### src/core/genset_supervisor_defs.vh
// constants for the genset shutdown alarm supervisor
`ifndef GENSET_SUPERVISOR_DEFS_VH
`define GENSET_SUPERVISOR_DEFS_VH

// timebase
`define CLK_PERIOD_NS 8
`define TICK_PERIOD_NS 1000000
`define TICK_CYCLES_DEF (`TICK_PERIOD_NS / `CLK_PERIOD_NS)
`define TICKS_PER_S 16'h03e8
`define ECU_SILENCE_S 16'h0003
`define KEY_HOLD_S 16'h0005
`define OVER_FREQ_PCT 12
`define PCT_DIV 100

// register byte offsets
`define REG_CTRL 8'h00
`define REG_FREQ_LIM 8'h04
`define REG_RPM_LIM 8'h08
`define REG_RPM_OVER 8'h0c
`define REG_VOLT_LIM 8'h10
`define REG_BATT_LIM 8'h14
`define REG_CHARGE_LIM 8'h18
`define REG_UNBAL_LIM 8'h1c
`define REG_OC_LIM 8'h20
`define REG_DELAY_A 8'h24
`define REG_DELAY_B 8'h28
`define REG_START 8'h2c
`define REG_SERVICE 8'h30
`define REG_STATUS 8'h34
`define REG_SERVICE_USED 8'h38

// reset values
`define WINDOW_RESET 32'hffff0000
`define ZERO_RESET 32'h00000000
`define CTRL_RESET 32'h00000000

// control fields
`define CTRL_ACK 0
`define CTRL_UNBAL_ACT 3:2
`define CTRL_OC_ACT 5:4
`define CTRL_SERVICE_ACT 7:6
`define ACT_WARNING 2'h0
`define ACT_LOADDUMP 2'h1
`define ACT_SHUTDOWN 2'h2

// alarm bits
`define NA 14
`define A_FREQ 0
`define A_RPM 1
`define A_VOLT 2
`define A_BATT 3
`define A_START 4
`define A_STOP 5
`define A_CHARGE 6
`define A_ECU 7
`define A_VUNBAL 8
`define A_IUNBAL 9
`define A_OC 10
`define A_SERVICE 11
`define A_FREQ_OVER 12
`define A_RPM_OVER 13

// timers
`define NT 12
`define T_FREQ 0
`define T_RPM 1
`define T_VOLT 2
`define T_BATT 3
`define T_CHARGE 4
`define T_VUNBAL 5
`define T_IUNBAL 6
`define T_ECU 7
`define T_STOP 8
`define T_KEYS 9
`define T_OC 10
`define T_HOLD 11

`endif

### src/core/genset_shutdown_alarm_supervisor.v
// genset fault supervisor: limit checks, fault timers, latched alarms, apb registers
//
// Function
// - frequency, speed, voltage, charge and unbalance checks wait for running plus hold-off
// - low and high limits of frequency, speed and battery are separate settings
// - frequency, speed and battery violations must persist for the detection delay
// - frequency twelve percent above high limit stops the engine at once
// - speed overshoot limit stops the engine at once, no delays
// - any phase voltage outside window for voltage-fail time raises voltage alarm
// - battery out of limits raises alarm regardless of engine running
// - fail-to-start when still not running after all start attempts
// - fail-to-stop when engine still running at stop timer expiry
// - charge alternator voltage below limit raises low charge alarm
// - no engine controller message for three seconds raises ECU fail
// - ECU silence timer runs only while fuel is on
// - phase voltage deviating from average beyond limit for voltage-fail time
// - phase current deviating from current average beyond limit raises alarm
// - overcurrent alarm after a permitted time shrinking with the excess
// - currents back below limit before expiry abandon the overcurrent timer
// - unbalance and overcurrent actions come from a configuration field
// - service alarm when at least one service counter has expired
// - both keys held five seconds reset service counters and signal completion
// - service fault level selectable; a zero limit disables that counter part
//
// Chosen here: the address map and the APB slave port.
`timescale 1ns/10ps
`include "genset_supervisor_defs.vh"

module genset_shutdown_alarm_supervisor #(
	parameter TICK_CYCLES = `TICK_CYCLES_DEF
) (
	input wire pclk,
	input wire presetn,
	input wire [7:0] paddr,
	input wire psel,
	input wire penable,
	input wire pwrite,
	input wire [31:0] pwdata,
	output reg [31:0] prdata,
	output wire pready,
	output reg pslverr,
	input wire engine_running,
	input wire fuel_on,
	input wire ecu_msg,
	input wire start_cmd,
	input wire crank_end,
	input wire stop_cmd,
	input wire hour_tick,
	input wire day_tick,
	input wire [15:0] freq,
	input wire [15:0] rpm,
	input wire [15:0] volt_l1,
	input wire [15:0] volt_l2,
	input wire [15:0] volt_l3,
	input wire [15:0] batt,
	input wire [15:0] charge,
	input wire [15:0] curr_l1,
	input wire [15:0] curr_l2,
	input wire [15:0] curr_l3,
	input wire key_mute,
	input wire key_test,
	output reg [`NA-1:0] alarm_flags,
	output wire warning_alarm,
	output wire loaddump_alarm,
	output wire shutdown_alarm,
	output wire stop_request,
	output wire service_request,
	output reg service_reset_done
);

	localparam [16:0] TICK_LAST = TICK_CYCLES[16:0] - 17'h00001;
	localparam [15:0] ECU_TICKS = `ECU_SILENCE_S * `TICKS_PER_S;
	localparam [15:0] KEY_TICKS = `KEY_HOLD_S * `TICKS_PER_S;

	function out_of_window;
		input [15:0] v;
		input [31:0] lim;
		begin
			out_of_window = (v < lim[15:0]) || (v > lim[31:16]);
		end
	endfunction

	function [15:0] abs_diff;
		input [15:0] a;
		input [15:0] b;
		begin
			abs_diff = (a > b) ? a - b : b - a;
		end
	endfunction

	function [15:0] avg3;
		input [15:0] a;
		input [15:0] b;
		input [15:0] c;
		reg [17:0] s;
		begin
			s = {2'h0, a} + {2'h0, b} + {2'h0, c};
			s = s / 18'h00003;
			avg3 = s[15:0];
		end
	endfunction

	function unbalanced;
		input [15:0] a;
		input [15:0] b;
		input [15:0] c;
		input [15:0] lim;
		reg [15:0] m;
		begin
			m = avg3(a, b, c);
			unbalanced = (abs_diff(a, m) > lim) || (abs_diff(b, m) > lim) ||
				(abs_diff(c, m) > lim);
		end
	endfunction

	// mask of alarm bits that belong to a given action level
	function [`NA-1:0] level_mask;
		input [1:0] lvl;
		input [31:0] ctrl_v;
		reg [`NA-1:0] m;
		begin
			m = {`NA{1'b0}};
			if (lvl == `ACT_SHUTDOWN) begin
				m = {`NA{1'b1}};
				m[`A_VUNBAL] = 1'b0;
				m[`A_IUNBAL] = 1'b0;
				m[`A_OC] = 1'b0;
				m[`A_SERVICE] = 1'b0;
			end
			m[`A_VUNBAL] = (ctrl_v[`CTRL_UNBAL_ACT] == lvl);
			m[`A_IUNBAL] = (ctrl_v[`CTRL_UNBAL_ACT] == lvl);
			m[`A_OC] = (ctrl_v[`CTRL_OC_ACT] == lvl);
			m[`A_SERVICE] = (ctrl_v[`CTRL_SERVICE_ACT] == lvl);
			level_mask = m;
		end
	endfunction

	reg [31:0] ctrl;
	reg [31:0] freq_lim;
	reg [31:0] rpm_lim;
	reg [31:0] rpm_over;
	reg [31:0] volt_lim;
	reg [31:0] batt_lim;
	reg [31:0] charge_lim;
	reg [31:0] unbal_lim;
	reg [31:0] oc_lim;
	reg [31:0] delay_a;
	reg [31:0] delay_b;
	reg [31:0] start_cfg;
	reg [31:0] service_cfg;
	reg [15:0] hours_used;
	reg [15:0] days_used;
	reg [16:0] tick_cnt;
	reg tick;
	reg [3:0] attempts;
	reg [1:0] mute_sync;
	reg [1:0] test_sync;
	reg keys_done_d;
	reg [31:0] next_prdata;
	reg next_pslverr;

	wire wr_en = psel & penable & pwrite;
	wire ack = wr_en && (paddr == `REG_CTRL) && pwdata[`CTRL_ACK];

	assign pready = 1'b1;

	// apb writes take effect on the access-phase edge
	always @(posedge pclk or negedge presetn) begin
		if (!presetn) begin
			ctrl <= `CTRL_RESET;
			freq_lim <= `WINDOW_RESET;
			rpm_lim <= `WINDOW_RESET;
			rpm_over <= `WINDOW_RESET;
			volt_lim <= `WINDOW_RESET;
			batt_lim <= `WINDOW_RESET;
			charge_lim <= `ZERO_RESET;
			unbal_lim <= `WINDOW_RESET;
			oc_lim <= `WINDOW_RESET;
			delay_a <= `ZERO_RESET;
			delay_b <= `ZERO_RESET;
			start_cfg <= `ZERO_RESET;
			service_cfg <= `ZERO_RESET;
		end else if (wr_en) begin
			case (paddr)
			`REG_CTRL: ctrl <= {pwdata[31:1], 1'b0};
			`REG_FREQ_LIM: freq_lim <= pwdata;
			`REG_RPM_LIM: rpm_lim <= pwdata;
			`REG_RPM_OVER: rpm_over <= pwdata;
			`REG_VOLT_LIM: volt_lim <= pwdata;
			`REG_BATT_LIM: batt_lim <= pwdata;
			`REG_CHARGE_LIM: charge_lim <= pwdata;
			`REG_UNBAL_LIM: unbal_lim <= pwdata;
			`REG_OC_LIM: oc_lim <= pwdata;
			`REG_DELAY_A: delay_a <= pwdata;
			`REG_DELAY_B: delay_b <= pwdata;
			`REG_START: start_cfg <= pwdata;
			`REG_SERVICE: service_cfg <= pwdata;
			default: ctrl <= ctrl;
			endcase
		end
	end

	// read data is prepared in the setup phase so prdata comes from a flop
	always @* begin
		next_pslverr = 1'b0;
		case (paddr)
		`REG_CTRL: next_prdata = ctrl;
		`REG_FREQ_LIM: next_prdata = freq_lim;
		`REG_RPM_LIM: next_prdata = rpm_lim;
		`REG_RPM_OVER: next_prdata = rpm_over;
		`REG_VOLT_LIM: next_prdata = volt_lim;
		`REG_BATT_LIM: next_prdata = batt_lim;
		`REG_CHARGE_LIM: next_prdata = charge_lim;
		`REG_UNBAL_LIM: next_prdata = unbal_lim;
		`REG_OC_LIM: next_prdata = oc_lim;
		`REG_DELAY_A: next_prdata = delay_a;
		`REG_DELAY_B: next_prdata = delay_b;
		`REG_START: next_prdata = start_cfg;
		`REG_SERVICE: next_prdata = service_cfg;
		`REG_STATUS: next_prdata = {{(32-`NA){1'b0}}, alarm_flags};
		`REG_SERVICE_USED: next_prdata = {days_used, hours_used};
		default: begin
			next_prdata = `ZERO_RESET;
			next_pslverr = 1'b1;
		end
		endcase
	end

	always @(posedge pclk or negedge presetn) begin
		if (!presetn) begin
			prdata <= `ZERO_RESET;
			pslverr <= 1'b0;
		end else if (psel && !penable) begin
			prdata <= pwrite ? `ZERO_RESET : next_prdata;
			pslverr <= next_pslverr;
		end
	end

	// common 1 ms timebase
	always @(posedge pclk or negedge presetn) begin
		if (!presetn) begin
			tick_cnt <= 17'h00000;
			tick <= 1'b0;
		end else begin
			tick <= (tick_cnt == TICK_LAST);
			tick_cnt <= (tick_cnt == TICK_LAST) ? 17'h00000 : tick_cnt + 17'h00001;
		end
	end

	// key pins are asynchronous to pclk
	always @(posedge pclk or negedge presetn) begin
		if (!presetn) begin
			mute_sync <= 2'h0;
			test_sync <= 2'h0;
		end else begin
			mute_sync <= {mute_sync[0], key_mute};
			test_sync <= {test_sync[0], key_test};
		end
	end

	wire [15:0] imax_a = (curr_l1 > curr_l2) ? curr_l1 : curr_l2;
	wire [15:0] imax = (imax_a > curr_l3) ? imax_a : curr_l3;
	wire [16:0] oc_l = {1'b0, oc_lim[15:0]};
	wire [31:0] ftrip_ext = {16'h0000, freq_lim[31:16]} * `OVER_FREQ_PCT / `PCT_DIV;
	wire [16:0] freq_trip = {1'b0, freq_lim[31:16]} + ftrip_ext[16:0];
	wire [15:0] oc_k = oc_lim[31:16];
	// permitted time shortens in steps as the excess grows
	wire [15:0] idmt_time = ({1'b0, imax} >= {oc_l[15:0], 1'b0}) ? {2'h0, oc_k[15:2]} :
		({1'b0, imax} >= oc_l + {2'h0, oc_l[15:1]}) ? {1'b0, oc_k[15:1]} : oc_k;

	wire [`NT-1:0] tcond;
	wire [`NT-1:0] texp;
	wire [15:0] tlim [0:`NT-1];
	wire armed = texp[`T_HOLD];

	assign tcond[`T_HOLD] = engine_running;
	assign tlim[`T_HOLD] = delay_a[15:0];
	assign tcond[`T_FREQ] = armed && out_of_window(freq, freq_lim);
	assign tlim[`T_FREQ] = delay_a[31:16];
	assign tcond[`T_RPM] = armed && out_of_window(rpm, rpm_lim);
	assign tlim[`T_RPM] = delay_a[31:16];
	assign tcond[`T_VOLT] = armed && (out_of_window(volt_l1, volt_lim) ||
		out_of_window(volt_l2, volt_lim) || out_of_window(volt_l3, volt_lim));
	assign tlim[`T_VOLT] = delay_b[15:0];
	assign tcond[`T_BATT] = out_of_window(batt, batt_lim);
	assign tlim[`T_BATT] = delay_a[31:16];
	assign tcond[`T_CHARGE] = armed && (charge < charge_lim[15:0]);
	assign tlim[`T_CHARGE] = delay_a[31:16];
	assign tcond[`T_VUNBAL] = armed &&
		unbalanced(volt_l1, volt_l2, volt_l3, unbal_lim[15:0]);
	assign tlim[`T_VUNBAL] = delay_b[15:0];
	assign tcond[`T_IUNBAL] = armed &&
		unbalanced(curr_l1, curr_l2, curr_l3, unbal_lim[31:16]);
	assign tlim[`T_IUNBAL] = delay_a[31:16];
	assign tcond[`T_ECU] = fuel_on && !ecu_msg;
	assign tlim[`T_ECU] = ECU_TICKS;
	assign tcond[`T_STOP] = stop_cmd && engine_running;
	assign tlim[`T_STOP] = delay_b[31:16];
	assign tcond[`T_KEYS] = mute_sync[1] && test_sync[1];
	assign tlim[`T_KEYS] = KEY_TICKS;
	assign tcond[`T_OC] = ({1'b0, imax} > oc_l);
	assign tlim[`T_OC] = idmt_time;

	// one saturating tick counter per fault timer
	genvar gi;
	generate
		for (gi = 0; gi < `NT; gi = gi + 1) begin : g_timer
			reg [15:0] cnt;
			always @(posedge pclk or negedge presetn) begin
				if (!presetn) begin
					cnt <= 16'h0000;
				end else if (!tcond[gi]) begin
					cnt <= 16'h0000;
				end else if (tick && cnt != 16'hffff) begin
					cnt <= cnt + 16'h0001;
				end
			end
			assign texp[gi] = tcond[gi] && (cnt >= tlim[gi]);
		end
	endgenerate

	// start attempts are counted while a start request stands
	always @(posedge pclk or negedge presetn) begin
		if (!presetn) begin
			attempts <= 4'h0;
		end else if (!start_cmd || engine_running) begin
			attempts <= 4'h0;
		end else if (crank_end && attempts != 4'hf) begin
			attempts <= attempts + 4'h1;
		end
	end

	wire start_fail = start_cmd && !engine_running && (start_cfg[3:0] != 4'h0) &&
		(attempts >= start_cfg[3:0]);

	// service usage; a zero limit leaves that half of the counter unused
	wire keys_done = texp[`T_KEYS];
	wire svc_hours_exp = (service_cfg[15:0] != 16'h0000) &&
		(hours_used >= service_cfg[15:0]);
	wire svc_days_exp = (service_cfg[31:16] != 16'h0000) &&
		(days_used >= service_cfg[31:16]);
	assign service_request = svc_hours_exp || svc_days_exp;

	always @(posedge pclk or negedge presetn) begin
		if (!presetn) begin
			hours_used <= 16'h0000;
			days_used <= 16'h0000;
			keys_done_d <= 1'b0;
			service_reset_done <= 1'b0;
		end else begin
			keys_done_d <= keys_done;
			service_reset_done <= keys_done && !keys_done_d;
			if (keys_done && !keys_done_d) begin
				hours_used <= 16'h0000;
				days_used <= 16'h0000;
			end else begin
				if (hour_tick && hours_used != 16'hffff) begin
					hours_used <= hours_used + 16'h0001;
				end
				if (day_tick && days_used != 16'hffff) begin
					days_used <= days_used + 16'h0001;
				end
			end
		end
	end

	reg [`NA-1:0] raw;
	always @* begin
		raw = {`NA{1'b0}};
		raw[`A_FREQ] = texp[`T_FREQ];
		raw[`A_RPM] = texp[`T_RPM];
		raw[`A_VOLT] = texp[`T_VOLT];
		raw[`A_BATT] = texp[`T_BATT];
		raw[`A_START] = start_fail;
		raw[`A_STOP] = texp[`T_STOP];
		raw[`A_CHARGE] = texp[`T_CHARGE];
		raw[`A_ECU] = texp[`T_ECU];
		raw[`A_VUNBAL] = texp[`T_VUNBAL];
		raw[`A_IUNBAL] = texp[`T_IUNBAL];
		raw[`A_OC] = texp[`T_OC];
		raw[`A_SERVICE] = service_request;
		raw[`A_FREQ_OVER] = ({1'b0, freq} > freq_trip);
		raw[`A_RPM_OVER] = (rpm > rpm_over[15:0]);
	end

	// a fault present during acknowledge stays latched: set wins
	always @(posedge pclk or negedge presetn) begin
		if (!presetn) begin
			alarm_flags <= {`NA{1'b0}};
		end else if (ack) begin
			alarm_flags <= raw;
		end else begin
			alarm_flags <= alarm_flags | raw;
		end
	end

	wire [`NA-1:0] shut_m = level_mask(`ACT_SHUTDOWN, ctrl);
	wire [`NA-1:0] dump_m = level_mask(`ACT_LOADDUMP, ctrl);
	wire [`NA-1:0] warn_m = level_mask(`ACT_WARNING, ctrl);

	assign shutdown_alarm = |(alarm_flags & shut_m);
	assign stop_request = shutdown_alarm;
	assign loaddump_alarm = |(alarm_flags & dump_m);
	assign warning_alarm = |(alarm_flags & warn_m);

endmodule

### config.mk
export PLATFORM = sky130hd
export DESIGN_NAME = genset_shutdown_alarm_supervisor
export DESIGN_NICKNAME = d
export VERILOG_FILES = /design/src/core/genset_shutdown_alarm_supervisor.v
export VERILOG_INCLUDE_DIRS = /design/src /design/src/core
export SDC_FILE = /design/constraint.sdc
export NUM_CORES = 2
export LEC_CHECK = 0
export ABC_AREA = 1
export ABC_CLOCK_PERIOD_IN_PS = 11950
export BUFFER_PORTS_ARGS = -buffer_cell sky130_fd_sc_hd__buf_2
export CORE_MARGIN = 2
export CORE_UTILIZATION = 64
export DETAILED_ROUTE_END_ITERATION = 10
export GPL_ROUTABILITY_DRIVEN = 1
export PLACE_DENSITY_LB_ADDON = 0.25
export SLEW_MARGIN = 20
export SYNTH_ARGS = -nofsm -noshare
export SYNTH_HDL_FRONTEND = slang
export SYNTH_SLANG_ARGS = --single-unit
### constraint.sdc
create_clock -name pclk -period 11.95 [get_ports pclk]
set_clock_uncertainty 0.1 [all_clocks]
set_input_delay 0.5975 -clock pclk [delete_from_list [all_inputs] [get_ports pclk]]
set_output_delay 0.5975 -clock pclk [all_outputs]
set_load 0.1 [all_outputs]
==> results of run 1 <==
## repair_timing
item / in CTS
buffers inserted: 195
gates cloned: 1
hold buffers: 3
resized for setup: 126
pin swaps: 139
endpoints found under the setup margin: 34
endpoints found under the hold margin: 72
## layer usage
layer / overflow / GRT usage (%)
met5: 0 / 9.62
met3: 0 / 28.2
met4: 2 / 40.2
met1: 1 / 63.3
met2: 1 / 75.5
## per-stage QoR
step	instances	TNS (ns)
floorplan	8222	-1.32
global placement	9947	-15.10
detailed placement	9947	-34.23
CTS	10300	-0.110
## cell families after synthesis
logic type / count (synthesis)
other: 1
muxes: 28
adders and majority gates: 938
xor gates and xnor gates: 170
DFF: 714
and+or+nand+nor: 2809
buffers and inverters: 1462
AOI/OAI and AO/OA: 2100
==> results.py, run 1 <==
metrics = {
    "die": {
        "top_level_ports": 269,
        "fp.dieW_um": 315,
        "rows": 114,
        "start_util_pct": 64.3,
        "die_y_um": 315,
    },
    "synth": {
        "avgSynthCellArea_um2": 7.53,
        "synth.top_cells.by_count": "nand2_1, inv_1, ha_1, o21ai_0, dfrtp_1",
        "yosysUniqueCellTypes": 79,
        "synthXorXnorAreaFrac_pct": 2.40,
        "ys_async_sr_fraction_pct": 100,
        "synth-simple-area-share_pct": 19.7,
        "netlist_instances": 8222,
        "synth_mux_area_share_pct": 0.453,
        "synth_top_area_share_pct": 24.3,
        "synth_top_family_by_area": "compound AO/OA/AOI/OAI gates",
        "synth_edf_count": 0,
        "yosysMostFrequentCell": "nand2_1",
        "synth_flop_cell": "dfrtp_1",
        "ys_ff_latch": 714,
        "ys_warn_count": 0,
        "synthesis.area_um2": 61900,
        "seq_area_frac_synth_pct": 29.1,
        "synth_top_area_cell": "dfrtp_1",
        "synthTopCellsByArea": "dfrtp_1, ha_1, nand2_1",
        "synth_nets": 9375,
        "synth-compound-area-share_pct": 19.9,
        "synth_fa_ha_area_share_pct": 19.5,
    },
    "place": {
        "dpl_cell_area_um2": 67600,
        "hpwlAfterDp_mm": 176,
        "numPortBuffers": 267,
        "place_ws_ns": -1.39,
        "gp_congestion": 1.07,
    },
    "run_status": {
        "status": "stopped before the end",
        "lastStage": "global routing",
        "error_message": "[ERROR GRT-0232] Routing congestion too high. Check the congestion heatmap in the GUI.",
    },
    "cts": {
        "cts-root-buf": "clkbuf_16",
        "htree_levels": 3,
        "cts_sinks": 714,
        "cts_max_path_buffers": 3,
        "numCtsBuffers": 79,
    },
    "timing": {
        "worst_endpoint_kind": "register input",
        "worst_endpoint": "g_timer[6].cnt[14]$_DFFE_PN0P_/D",
    },
    "global_route": {
        "grt.overflow.total": 4,
        "grt_start_max_net_pins": 174,
        "grt.total_usage_pct": 54.6,
    },
}
==> inputs of run 2 (changes only) <==
- CORE_UTILIZATION: 64 -> 40
- PLACE_DENSITY_LB_ADDON: 0.25 -> 0.15
==> run 2 against run 1 <==
- the flow now finishes, with violations (negative setup slack)
- synthesized area unchanged
- synthesized cell count did not move
==> results.py, run 2 <==
metrics = {
    "run_status": {
        "status": "finished with violations",
        "violations": "negative setup slack",
    },
    "run": {
        "cap_violations": 0,
    },
    "synth": {
        "synth_top_family_by_area": "compound AO/OA/AOI/OAI gates",
        "synthXorXnorAreaFrac_pct": 2.40,
        "synth_fa_ha_area_share_pct": 19.5,
        "synth_edf_count": 0,
        "synth-compound-area-share_pct": 19.9,
        "synth.top_cells.by_count": "nand2_1, inv_1, ha_1, o21ai_0, dfrtp_1",
        "synth-simple-area-share_pct": 19.7,
        "synthesis.area_um2": 61900,
        "synth_nets": 9375,
        "synth_top_area_cell": "dfrtp_1",
        "synth_flop_cell": "dfrtp_1",
        "seq_area_frac_synth_pct": 29.1,
        "synthTopCellsByArea": "dfrtp_1, ha_1, nand2_1",
        "netlist_instances": 8222,
        "synth_mux_area_share_pct": 0.453,
        "yosysMostFrequentCell": "nand2_1",
        "avgSynthCellArea_um2": 7.53,
        "yosysUniqueCellTypes": 79,
        "synth_top_area_share_pct": 24.3,
        "ys_ff_latch": 714,
        "ys_async_sr_fraction_pct": 100,
        "ys_warn_count": 0,
    },
    "cts": {
        "numCtsBuffers": 85,
        "htree_levels": 3,
        "clock_latency_ns": 0.72,
        "clk_pin_slew_worst_paths_ns": 0.06,
        "cts_max_path_buffers": 3,
        "cts_sinks": 714,
        "cts-root-buf": "clkbuf_16",
        "cts_tree": "yes",
    },
    "worst_setup_path": {
        "endpoint_kind": "register",
        "crit_path_start_kind": "primary input",
        "crit_path_start": "curr_l2[1]",
        "rr_endpoint": "alarm_flags[12]",
        "criticalPathCategory": "primary input to register",
        "reg2reg_from": "freq_lim[17]",
        "reg2reg_depth": 89,
        "critPathArrivalTime_ns": 12.65,
        "cp_common_cell": "nand2_2",
        "worstSetupEndpoint": "g_timer[6].cnt[14]",
        "cpMaxStageDelayCell": "a221o_2",
        "path_max_fanout": 10,
        "crit_required_ns": 12.45,
        "reg2reg_setup_slack_ns": 0.46,
        "slowest_delay_ns": 0.47,
    },
    "global_route": {
        "grt.total_usage_pct": 30.2,
        "grt.overflow.total": 0,
        "grt_start_max_net_pins": 162,
        "antenna_found_initial": 10,
        "grt_pass1_vias": 58800,
        "grt_pass1_wl_mm": 363,
    },
    "timing": {
        "hold_violations": 0,
        "fin_setup_tns_ns": -1.18,
        "worst_slack_ns": -0.204,
        "rsz0062_at_grt": "true",
        "timing.hold.ws_ns": 0.0998,
        "finalSetupViolations": 16,
        "finalCritPeriodShare_pct": 102,
        "max_slew.worst_pin.slew_ns": 1.28,
        "fin_crit_ns": 12.15,
        "maxSlewViolCount": 0,
        "max_slew_margin_pct": 14.5,
        "max_freq_mhz": 82.3,
    },
    "place": {
        "post-place-cells": 10800,
        "numPortBuffers": 267,
        "hpwlAfterDp_mm": 193,
        "gp_congestion": 0.989,
        "dpl_cell_area_um2": 69100,
    },
    "worst_hold_path": {
        "hp-start": "start_cmd",
        "hp-class": "primary input to register",
    },
    "die": {
        "fp.dieW_um": 397,
        "die_y_um": 397,
        "core_area_um2": 154000,
        "top_level_ports": 269,
        "dieArea_um2": 158000,
        "rows": 144,
        "start_util_pct": 40.2,
    },
    "drt": {
        "drt_iter0_drc": 5371,
        "totalWireLength_mm": 248,
        "post-route-drc-count": 0,
        "ant_nets": 0,
        "first_pass_iters": 6,
        "vias_per_cell": 5.55,
        "avgRoutedWirePerCell_um": 22.2,
        "vias": 62000,
    },
    "final_layout": {
        "drive_gt1_share_pct": 20.7,
        "layout_commonest_cell": "nand2_1",
        "regMostFlops": "g_timer.cnt",
        "area_delta_synth_final_pct": 23.5,
        "stdcell_count": 11200,
        "largest_reg_flops": 192,
        "final_cell_mix": "nand2_1, inv_1, ha_1, o21ai_0, buf_4",
        "final_cell_area_um2": 76500,
        "final_nets": 10200,
    },
}
==> run 2: cell counts after synthesis <==
No cell type changed its count.
==> run 2: how the worst min path moves through the flow <==
stage | slack [ns] | end | cells after the start
after floorplan | 0.20 | alarm_flags[0] | 0
after global placement | 0.24 | test_sync[1] | 0
after detailed placement | 0.24 | mute_sync[1] | 0
after CTS | 0.07 | attempts[3] | 3
after global routing | 0.12 | attempts[3] | 3
final | 0.1 | attempts[3] | 3
==> run 2: area by class of cell <==
class,count,area [um2]
Clock buffer,118,2410
Antenna cell,3,7.51
Multi-Input combinational cell,6048,41600
Timing Repair Buffer,936,6630
Tap cell,2044,2560
Clock inverter,37,498
Sequential cell,714,18000
Inverter,1260,4810
Fill cell,15100,77400
==> run 2: critical path: cells and delay by family <==
family | cells | cell delay (ns)
compound gates | 16 | 2.89
xor+xnor | 6 | 1.02
fa+ha+maj | 7 | 1.98
buf+inv | 14 | 1.33
simple gates | 53 | 4.80
==> run 2: stage by stage <==
stage               utilization [%]  worst slack (ns)
floorplan                         -            -0.374
global placement               44.9             -1.24
detailed placement             44.9             -1.53
CTS                            47.4           -0.0526
global route                   49.7             -1.09
finish                         49.7            -0.204
==> run 2: kinds of logic after synthesis <==
logic type / count (synthesis)
buffers and inverters: 1462
adder cells (fa/ha/maj): 938
AO/OA/AOI/OAI: 2100
XOR/XNOR: 170
AND/OR/NAND/NOR: 2809
other: 1
flip-flops: 714
multiplexers: 28
==> run 2: repair_timing <==
| item | in CTS | in global routing |
|---|---|---|
| endpoints found under the hold margin | 90 | 0 |
| hold buffers | 3 | 0 |
| gates cloned | 0 | 3 |
| gates resized for setup | 90 | 597 |
| pin swaps | 76 | 295 |
| endpoints found under the setup margin | 34 | 35 |
| buffers inserted | 65 | 145 |
==> run 2: metal layers <==
layer,wire [um],track usage (%),vias up,part of all wire (%)
li1,-,-,29600,-
met1,106000,39.8,29800,43
met2,111000,48.2,2105,45
met3,18500,5.51,467,7.5
met4,12200,13.3,6,4.9
met5,36,0,-,0.015
Power of run 2 is left out: the tool's default activity adds up to more than one toggle a clock period on the data nets, which glitch-free logic cannot reach.
